--- config.mk ---
export PLATFORM = sky130hd
export DESIGN_NAME = acs_sequencer
export DESIGN_NICKNAME = d
export VERILOG_FILES = /design/src/acs_pkg.sv /design/src/acs_fmt_if.sv /design/src/acs_sequencer.sv /design/src/acs_formatter.sv
export SDC_FILE = /design/constraint.sdc
export NUM_CORES = 1
export LEC_CHECK = 0
export BUFFER_PORTS_ARGS = -buffer_cell sky130_fd_sc_hd__buf_2
export CAP_MARGIN = 40
export CELL_PAD_IN_SITES_DETAIL_PLACEMENT = 1
export CELL_PAD_IN_SITES_GLOBAL_PLACEMENT = 2
export CORE_AREA = 3 3 146 148
export CTS_BUF_LIST = sky130_fd_sc_hd__clkbuf_16
export CTS_CLUSTER_DIAMETER = 120
export DETAILED_ROUTE_END_ITERATION = 8
export DIE_AREA = 0 0 149 151
export PLACE_DENSITY_LB_ADDON = 0.1
export SLEW_MARGIN = 30
export SYNTH_ARGS = -nofsm -noshare
export SYNTH_HDL_FRONTEND = slang
export SYNTH_SLANG_ARGS = --single-unit
--- constraint.sdc ---
create_clock -name clock -period 5.6 [get_ports clock]
set_input_delay 0.28 -clock clock [delete_from_list [all_inputs] [get_ports clock]]
set_output_delay 0.28 -clock clock [all_outputs]
set_load 0.005 [all_outputs]
--- src/acs_pkg.sv ---
// constants, register map and types for the conversion sequencer
package acs_pkg;

	// register indices on the 3-bit register port
	localparam logic [2:0] REG_CTRL     = 3'h0;
	localparam logic [2:0] REG_CFG0     = 3'h1;
	localparam logic [2:0] REG_CFG1     = 3'h2;
	localparam logic [2:0] REG_RES_HIGH = 3'h3;
	localparam logic [2:0] REG_RES_LOW  = 3'h4;
	localparam logic [2:0] REG_STATUS   = 3'h5;

	// control register fields
	localparam int CTRL_START = 0;
	localparam int CTRL_ALT   = 1;
	localparam int CTRL_CONT  = 2;

	// configuration fields
	localparam int CFG0_RATE_LSB  = 0;
	localparam int CFG0_OSR_LSB   = 2;
	localparam int CFG0_NELC_LSB  = 5;
	localparam int CFG1_CBIAS_LSB = 0;
	localparam int CFG1_ABIAS_LSB = 2;
	localparam int CFG1_ADC_ON    = 4;
	localparam int CFG1_AMP_ON    = 5;

	// status fields
	localparam int STAT_BUSY = 0;
	localparam int STAT_DONE = 1;

	// values after reset
	localparam logic [7:0] CFG0_RST = 8'h00;
	localparam logic [7:0] CFG1_RST = 8'h0F;

	// oversampling ratio base is 2^3 = 8
	localparam logic [10:0] OSR_BASE = 11'h008;
	// left shift that maps the raw sum onto a 16-bit code at osr=8, one elementary
	localparam logic [3:0] SHIFT_BASE = 4'hC;
	localparam logic signed [31:0] SAT_HI = 32'sh0000_7FFF;
	localparam logic signed [31:0] SAT_LO = 32'shFFFF_8000;
	localparam logic [15:0] CODE_MAX = 16'h7FFF;
	localparam logic [15:0] CODE_MIN = 16'h8000;

	// forced low-bit field length, 4 bits per {osr, nelc} entry, entry 0 lowest
	localparam logic [127:0] FORCE_TABLE = 128'h0000_0000_0000_0012_1234_3456_5677_7789;

	typedef enum logic [2:0] {
		ST_IDLE  = 3'h1,
		ST_ELEM  = 3'h2,
		ST_QUANT = 3'h4
	} acs_state_type;

endpackage : acs_pkg

--- src/acs_fmt_if.sv ---
// carrier between the sequencer and the result formatter
`timescale 1ns/1ps
`default_nettype none
interface acs_fmt_if;
	logic signed [15:0] sum;
	logic        [2:0]  osrSel;
	logic        [1:0]  nelcSel;
	logic        [15:0] code;
	logic        [15:0] forceMask;

	modport seq (output sum, output osrSel, output nelcSel, input code, input forceMask);
	modport fmt (input sum, input osrSel, input nelcSel, output code, output forceMask);
endinterface : acs_fmt_if
`default_nettype wire

--- src/acs_sequencer.sv ---
// conversion sequencer: sample timing, accumulation, result and bias registers
//
// Strobed register access and the address map were left to the implementer.
`timescale 1ns/1ps
`default_nettype none
module acs_sequencer
#(
	parameter int DIV_RATIO_0 = 4,
	parameter int DIV_RATIO_1 = 8,
	parameter int DIV_RATIO_2 = 32,
	parameter int DIV_RATIO_3 = 31250
)
(
	input  wire logic       clock,
	input  wire logic       rst_b,
	input  wire logic [2:0] regAddr,
	input  wire logic [7:0] regWrData,
	input  wire logic       regWrite,
	input  wire logic       regRead,
	output var  logic [7:0] regRdData,
	input  wire logic       modulatorBit,
	output var  logic       sampleStrobe,
	output var  logic       offsetPolarity,
	output var  logic       adcPowerOn,
	output var  logic       ampPowerOn,
	output var  logic [1:0] converterBiasSelect,
	output var  logic [1:0] amplifierBiasSelect,
	output var  logic       conversionBusy,
	output var  logic       conversionDone
);

	acs_pkg::acs_state_type state_q;
	logic        [7:0]  cfg0_q;
	logic        [7:0]  cfg1_q;
	logic               contMode_q;
	logic        [15:0] divCnt_q;
	logic        [15:0] divLimit;
	logic               sampleTick;
	logic               modSync1_q;
	logic               modSync2_q;
	logic        [10:0] periodCnt_q;
	logic        [3:0]  elemCnt_q;
	logic signed [15:0] accum_q;
	logic        [15:0] result_q;
	logic               done_q;
	logic               doneFlag_q;
	logic               startReq;
	logic               lastTick;
	logic        [2:0]  osrSel;
	logic        [1:0]  nelcSel;
	logic        [10:0] osrRatio;
	logic        [3:0]  nelcCount;
	logic        [7:0]  rdMux;

	acs_fmt_if fmtBus ();

	acs_formatter u_formatter
	(
		.fmt (fmtBus.fmt)
	);

	// settings are used live; changing them mid-conversion corrupts that result
	assign osrSel     = cfg0_q[acs_pkg::CFG0_OSR_LSB +: 3];
	assign nelcSel    = cfg0_q[acs_pkg::CFG0_NELC_LSB +: 2];
	assign osrRatio   = acs_pkg::OSR_BASE << osrSel;
	assign nelcCount  = 4'h1 << nelcSel;
	assign startReq   = regWrite && regAddr == acs_pkg::REG_CTRL
		&& (regWrData[acs_pkg::CTRL_START] || regWrData[acs_pkg::CTRL_ALT]);
	assign lastTick   = state_q == acs_pkg::ST_QUANT && sampleTick;
	assign fmtBus.sum     = accum_q;
	assign fmtBus.osrSel  = osrSel;
	assign fmtBus.nelcSel = nelcSel;

	// outputs straight from registers, except busy, which is decoded from the state
	assign converterBiasSelect = cfg1_q[acs_pkg::CFG1_CBIAS_LSB +: 2];
	assign amplifierBiasSelect = cfg1_q[acs_pkg::CFG1_ABIAS_LSB +: 2];
	assign adcPowerOn          = cfg1_q[acs_pkg::CFG1_ADC_ON];
	assign ampPowerOn          = cfg1_q[acs_pkg::CFG1_AMP_ON];
	assign conversionBusy      = state_q != acs_pkg::ST_IDLE;
	assign conversionDone      = done_q;

	// software-written configuration
	always_ff @(posedge clock or negedge rst_b)
	begin
		if (!rst_b)
		begin
			cfg0_q     <= acs_pkg::CFG0_RST;
			cfg1_q     <= acs_pkg::CFG1_RST;
			contMode_q <= 1'b0;
		end
		else if (regWrite)
		begin
			case (regAddr)
				acs_pkg::REG_CTRL: contMode_q <= regWrData[acs_pkg::CTRL_CONT];
				acs_pkg::REG_CFG0: cfg0_q     <= regWrData;
				acs_pkg::REG_CFG1: cfg1_q     <= regWrData;
				default: ;
			endcase
		end
	end

	// sample-rate divider; the rate limit per bias setting is software's duty
	always_comb
	begin
		case (cfg0_q[acs_pkg::CFG0_RATE_LSB +: 2])
			2'b00:   divLimit = 16'(DIV_RATIO_0 - 1);
			2'b01:   divLimit = 16'(DIV_RATIO_1 - 1);
			2'b10:   divLimit = 16'(DIV_RATIO_2 - 1);
			default: divLimit = 16'(DIV_RATIO_3 - 1);
		endcase
	end

	assign sampleTick = divCnt_q >= divLimit; // >= so a lowered ratio cannot overrun

	always_ff @(posedge clock or negedge rst_b)
	begin
		if (!rst_b)
		begin
			divCnt_q     <= 16'h0000;
			sampleStrobe <= 1'b0;
		end
		else
		begin
			divCnt_q     <= sampleTick ? 16'h0000 : divCnt_q + 16'h0001;
			sampleStrobe <= sampleTick;
		end
	end

	// modulator decision arrives from the analog side
	always_ff @(posedge clock or negedge rst_b)
	begin
		if (!rst_b)
		begin
			modSync1_q <= 1'b0;
			modSync2_q <= 1'b0;
		end
		else
		begin
			modSync1_q <= modulatorBit;
			modSync2_q <= modSync1_q;
		end
	end

	// sequence: elementary conversions of osr+1 periods, then one quantization period
	always_ff @(posedge clock or negedge rst_b)
	begin
		if (!rst_b)
		begin
			state_q     <= acs_pkg::ST_IDLE;
			periodCnt_q <= 11'h000;
			elemCnt_q   <= 4'h0;
		end
		else if (startReq)
		begin
			state_q     <= acs_pkg::ST_ELEM;
			periodCnt_q <= 11'h000;
			elemCnt_q   <= 4'h0;
		end
		else
		begin
			case (state_q)
				acs_pkg::ST_ELEM:
					if (sampleTick)
					begin
						if (periodCnt_q == osrRatio)
						begin
							periodCnt_q <= 11'h000;
							if (elemCnt_q == nelcCount - 4'h1)
							begin
								state_q   <= acs_pkg::ST_QUANT;
								elemCnt_q <= 4'h0;
							end
							else
								elemCnt_q <= elemCnt_q + 4'h1;
						end
						else
							periodCnt_q <= periodCnt_q + 11'h001;
					end
				acs_pkg::ST_QUANT:
					if (sampleTick)
						state_q <= contMode_q ? acs_pkg::ST_ELEM : acs_pkg::ST_IDLE;
				acs_pkg::ST_IDLE: ;
				default: state_q <= acs_pkg::ST_IDLE;
			endcase
		end
	end

	// offset polarity flips at each elementary boundary so the offset cancels
	always_ff @(posedge clock or negedge rst_b)
	begin
		if (!rst_b)
			offsetPolarity <= 1'b0;
		else if (startReq || lastTick)
			offsetPolarity <= 1'b0;
		else if (state_q == acs_pkg::ST_ELEM && sampleTick && periodCnt_q == osrRatio)
			offsetPolarity <= ~offsetPolarity;
	end

	// the sum over all elementary conversions; the scaling divides it into the mean
	always_ff @(posedge clock or negedge rst_b)
	begin
		if (!rst_b)
			accum_q <= 16'sh0000;
		else if (startReq || lastTick)
			accum_q <= 16'sh0000;
		else if (state_q == acs_pkg::ST_ELEM && sampleTick)
			accum_q <= modSync2_q ? accum_q + 16'sh0001 : accum_q - 16'sh0001;
	end

	// both bytes load in one edge, done pulses from that same edge
	always_ff @(posedge clock or negedge rst_b)
	begin
		if (!rst_b)
		begin
			result_q <= 16'h0000;
			done_q   <= 1'b0;
		end
		else
		begin
			done_q <= lastTick;
			if (lastTick)
				result_q <= fmtBus.code;
		end
	end

	// sticky done flag, cleared by a status read; a new completion wins
	always_ff @(posedge clock or negedge rst_b)
	begin
		if (!rst_b)
			doneFlag_q <= 1'b0;
		else if (done_q)
			doneFlag_q <= 1'b1;
		else if (regRead && regAddr == acs_pkg::REG_STATUS)
			doneFlag_q <= 1'b0;
	end

	// read mux; unmapped addresses and write-only pulse bits read zero
	always_comb
	begin
		case (regAddr)
			acs_pkg::REG_CTRL:     rdMux = {5'h00, contMode_q, 2'b00};
			acs_pkg::REG_CFG0:     rdMux = cfg0_q;
			acs_pkg::REG_CFG1:     rdMux = cfg1_q;
			acs_pkg::REG_RES_HIGH: rdMux = result_q[15:8];
			acs_pkg::REG_RES_LOW:  rdMux = result_q[7:0];
			acs_pkg::REG_STATUS:   rdMux = {6'h00, doneFlag_q, conversionBusy};
			default:               rdMux = 8'h00;
		endcase
	end

	always_ff @(posedge clock or negedge rst_b)
	begin
		if (!rst_b)
			regRdData <= 8'h00;
		else
			regRdData <= regRead ? rdMux : 8'h00;
	end

	// helper: sample periods since the conversion began
	logic [13:0] convTicks_q;
	logic [13:0] totalPeriods;
	assign totalPeriods = 14'(nelcCount) * 14'(osrRatio + 11'h001) + 14'h0001;

	always_ff @(posedge clock or negedge rst_b)
	begin
		if (!rst_b)
			convTicks_q <= 14'h0000;
		else if (startReq || lastTick)
			convTicks_q <= 14'h0000;
		else if (conversionBusy && sampleTick)
			convTicks_q <= convTicks_q + 14'h0001;
	end
endmodule : acs_sequencer
`default_nettype wire

--- src/acs_formatter.sv ---
// scaling, saturation and low-bit forcing of the accumulated sum
`timescale 1ns/1ps
`default_nettype none
module acs_formatter
(
	acs_fmt_if.fmt fmt
);

	// scale to 16 bits, clamp, then force non-significant bits
	always_comb
	begin
		logic signed [31:0] wide;
		logic        [3:0]  shAmt;
		logic        [3:0]  len;
		logic        [15:0] clamp;
		wide  = 32'sh0000_0000;
		clamp = 16'h0000;
		len   = 4'h0;
		shAmt = 4'(fmt.osrSel) + 4'(fmt.nelcSel);
		wide  = 32'(fmt.sum);
		if (shAmt <= acs_pkg::SHIFT_BASE)
			wide = wide <<< (acs_pkg::SHIFT_BASE - shAmt);
		else
			wide = wide >>> (shAmt - acs_pkg::SHIFT_BASE);
		// positive and negative overflow pin to the extreme codes
		if (wide > acs_pkg::SAT_HI)
			clamp = acs_pkg::CODE_MAX;
		else if (wide < acs_pkg::SAT_LO)
			clamp = acs_pkg::CODE_MIN;
		else
			clamp = wide[15:0];
		len = acs_pkg::FORCE_TABLE[{fmt.osrSel, fmt.nelcSel, 2'b00} +: 4];
		fmt.forceMask = (16'h0001 << len) - 16'h0001;
		// pattern is a one in the top forced bit, zeros below it
		fmt.code = (clamp & ~fmt.forceMask) | (fmt.forceMask ^ (fmt.forceMask >> 1));
	end

endmodule : acs_formatter
`default_nettype wire

==> summary.txt <==
CP Cell Sequence -> ha_2 > fa_1 > buf_4 > inv_1 > ha_1 > buf_4 > mux4_2 > or2_1 > a2111oi_2 > nand4b_1 > and2_1 > a2111oi_2 > a41oi_1
Mapped Area -> 0.00801 sq mm
Clk pwr share -> 24.4%
distinct cell type count after synthesis -> 78
TritonCTS Buffers -> 9
starting density of the core -> 39.7%
Worst Skew -> 0.00952 ns
Synth top cells by count -> 109 x nand2_1, 92 x dfrtp_1, 81 x nor2_1
final setup fails -> 0
slowest CP cell -> dfrtp_1
Reg power frac -> 28.4%
top-area cell type share of the netlist area -> 28.7%
combinational share of power -> 47.2%
Max IR drop VDD -> 0.000155 V
Seq/Total Area, Yosys -> 30.4%
Syn Nets -> 957
Die Y -> 151 um
Synth area leader -> dfrtp_1
Resized cells post-CTS -> 0
RSZ-0062 raised after global routing -> no
Rows -> 52
vias per std cell -> 6.00
H-tree Lvls -> 3
Tcrit/Tclk final -> 87.7%
clk sinks -> 97
max layer used -> met4
Post-Syn Instances -> 900
Sw Share -> 41.3%
LEAKAGE -> 3.72 nW
Post-Route M1 WL -> 11400 um
pin count of the biggest net entering global routing -> 56
Async S/R FF share, synth -> 100%
die footprint -> 0.0225 sq mm
Met2 Wirelength -> 12200 um
Post-Route Setup TNS -> 0 ns
Relative slew margins -> 46.2%
largest cells by area after synthesis -> dfrtp_1 29%, mux4_2 6.5%, ha_1 6.1%, nand2_1 5.1%, nor2_1 3.8%
gp weighted congestion -> 0.897
Reg clk slew, reported paths -> 0.07 ns
met3 wire len -> 606 um
warning count from the yosys run -> 0
status -> completed
Cell Int Power -> 0.00175 W
# DRC -> 0
Top FF cell, synth -> dfrtp_1
Total GRT Usage -> 22.2%
type of the most critical hold path -> primary input to flop
sw power -> 0.00123 W
Antenna Cells -> 0
Root Driver -> clkbuf_16
first-pass GRT wire length -> 40200 um
power per standard cell area -> 342 mW/mm^2
DRT Pass-1 Iters -> 4
Max Fclk -> 0.204 GHz
vias in the first global route -> 7277
initial antenna violation count -> 0
crit path time final -> 4.91 ns
max-cap viol count -> 0
area delta synth->final -> 8.83%
most frequent cell after synthesis -> nand2_1
via count -> 7014
# IOs -> 34
core area -> 0.0202 sq mm
register bit total from synthesis -> 97
post-route ant nets -> 0
Critical Path Max Stage Delay -> 0.56 ns
Final #Nets -> 951
crit path max fanout -> 23
critical path type -> flop to flop
WL final -> 24600 um
Layout Utilization -> 43.2%
worst slew pin tran -> 0.801 ns
clk buf depth -> 2
Worst EP arrival -> 5.08 ns
Worst-Skew Late Latency -> 0.35 ns
initial DRC count -> 408
wire per inst -> 21.1 um
Fin. Hold Viols -> 0
Slew Limit Fails -> 0
Port Buf Inserts -> 33
CP startpoint kind -> flop
CP Capture Type -> flop
global route overflow -> 0
Post-DP HPWL -> 18400 um
Horiz. Die Dim -> 149 um
EDFF count, synth -> 0
layout cell share with drive strength beyond 1 -> 14.8%
CTS tree -> done
CP required -> 5.78 ns
post-synthesis area per instance -> 8.90 sq um
## worst max-delay path: cells and delay by family (launching register included)
kind / cells / cell delay [ns]
muxes: 1 / 0.38
and+or+nand+nor: 3 / 0.78
buffers and inverters: 3 / 0.68
AOI/OAI and AO/OA: 3 / 1.02
DFF: 1 / 0.56
adders and majority gates: 3 / 1.29
## layer usage
layer,global-route usage (%),vias to the layer above
li1,-,3302
met1,29.3,3571
met2,39.2,113
met3,3.02,28
met4,4.67,0
met5,0,-
## cell usage in the layout, fill, tap and decap left out, types with 5 or more instances in the layout
master	count
a211oi_1	16
a221oi_1	5
dfstp_2	5
o31ai_1	8
nand4_1	7
o22ai_1	5
o21ai_0	33
o21a_1	9
mux2i_1	24
ha_1	38
xor2_1	16
clkbuf_16	9
o22a_1	7
dfrtp_1	92
nor2_1	81
o32a_1	6
a22oi_1	7
o2111ai_1	6
a21o_1	8
mux4_2	23
or2_2	5
inv_1	26
nor2b_1	11
buf_2	32
buf_4	16
and2_1	5
nand3_1	30
or3_1	6
a21oi_1	53
and3_1	15
nand2_1	109
o31a_1	6
nor3_1	22
a31oi_1	9
xnor2_1	24
nand2b_1	13
mux2_2	24
o211ai_1	8
## power groups by stage
stage               combinational, W  clock, W  sequential [W]
CTS                          0.00140  0.000746        0.000847
floorplan                    0.00112         0        0.000825
global route                 0.00155  0.000773        0.000858
global placement             0.00135         0        0.000861
finish                       0.00141  0.000728        0.000846
detailed placement           0.00139         0        0.000860
## timing repair
action | 4_1_cts | 5_1_grt
hold endpoints to repair | 42 | 0
setup buffers | 0 | 0
hold buffers | 1 | 0
## cell type report
cell class | instances | area [sq um]
Fill cell | 2342 | 11500
Multi-Input combinational cell | 710 | 5200
Sequential cell | 97 | 2430
Tap cell | 270 | 338
Timing Repair Buffer | 51 | 307
Clock buffer | 9 | 225
Clock inverter | 7 | 118
Inverter | 25 | 93.8
## stage by stage
stage | worst slack (ns) | instances | hold slack, ns | area, sq um | power, W
2_1_floorplan | 1.01 | 900 | -0.0156 | 8010 | 0.00194
3_3_place_gp | 0.947 | 1150 | 0.313 | 8350 | 0.00221
3_5_place_dp | 0.805 | 1151 | 0.326 | 8360 | 0.00225
4_1_cts | 0.777 | 1168 | 0.0185 | 8710 | 0.00299
5_1_grt | 0.489 | 1169 | 0.0206 | 8710 | 0.00318
6_report | 0.691 | 1169 | 0.0323 | 8710 | 0.00298
## logic make-up (layout without fill, tap and decap cells)
group / after synthesis / in the layout / share of synthesized area (%)
buffers and inverters: 93 / 92 / 4.86
and+or+nand+nor: 334 / 334 / 20.1
muxes: 75 / 75 / 14.2
AOI/OAI and AO/OA: 218 / 218 / 19.0
DFF: 97 / 97 / 30.4
adders and majority gates: 41 / 41 / 6.59
xor gates and xnor gates: 42 / 42 / 4.95
## registers in the layout, summed over array words and instances (netlist names), 3 cells and up
| name | cells |
|---|---|
| accum_q | 16 |
| cfg0_q | 8 |
| cfg1_q | 8 |
| divCnt_q | 16 |
| elemCnt_q | 4 |
| periodCnt_q | 11 |
| regRdData | 8 |
| result_q | 16 |
| state_q | 3 |
## worst paths after layout
kind	slack (ns)	cells past startpoint	endpoint	startpoint
min reg2reg	0.36	0	modSync2_q$_DFF_PN0_	modSync1_q$_DFF_PN0_
min in group asynchronous	0.47	2	sampleStrobe$_DFF_PN0_	rst_b
max in group asynchronous	3.96	3	result_q[9]$_DFFE_PN0P_	rst_b
max	0.69	13	result_q[5]$_DFFE_PN0P_	cfg0_q[2]$_DFFE_PN0P_
min	0.03	1	modSync1_q$_DFF_PN0_	modulatorBit
max reg2reg	0.69	13	result_q[5]$_DFFE_PN0P_	cfg0_q[2]$_DFFE_PN0P_
Power figures use the tool's default switching activity.
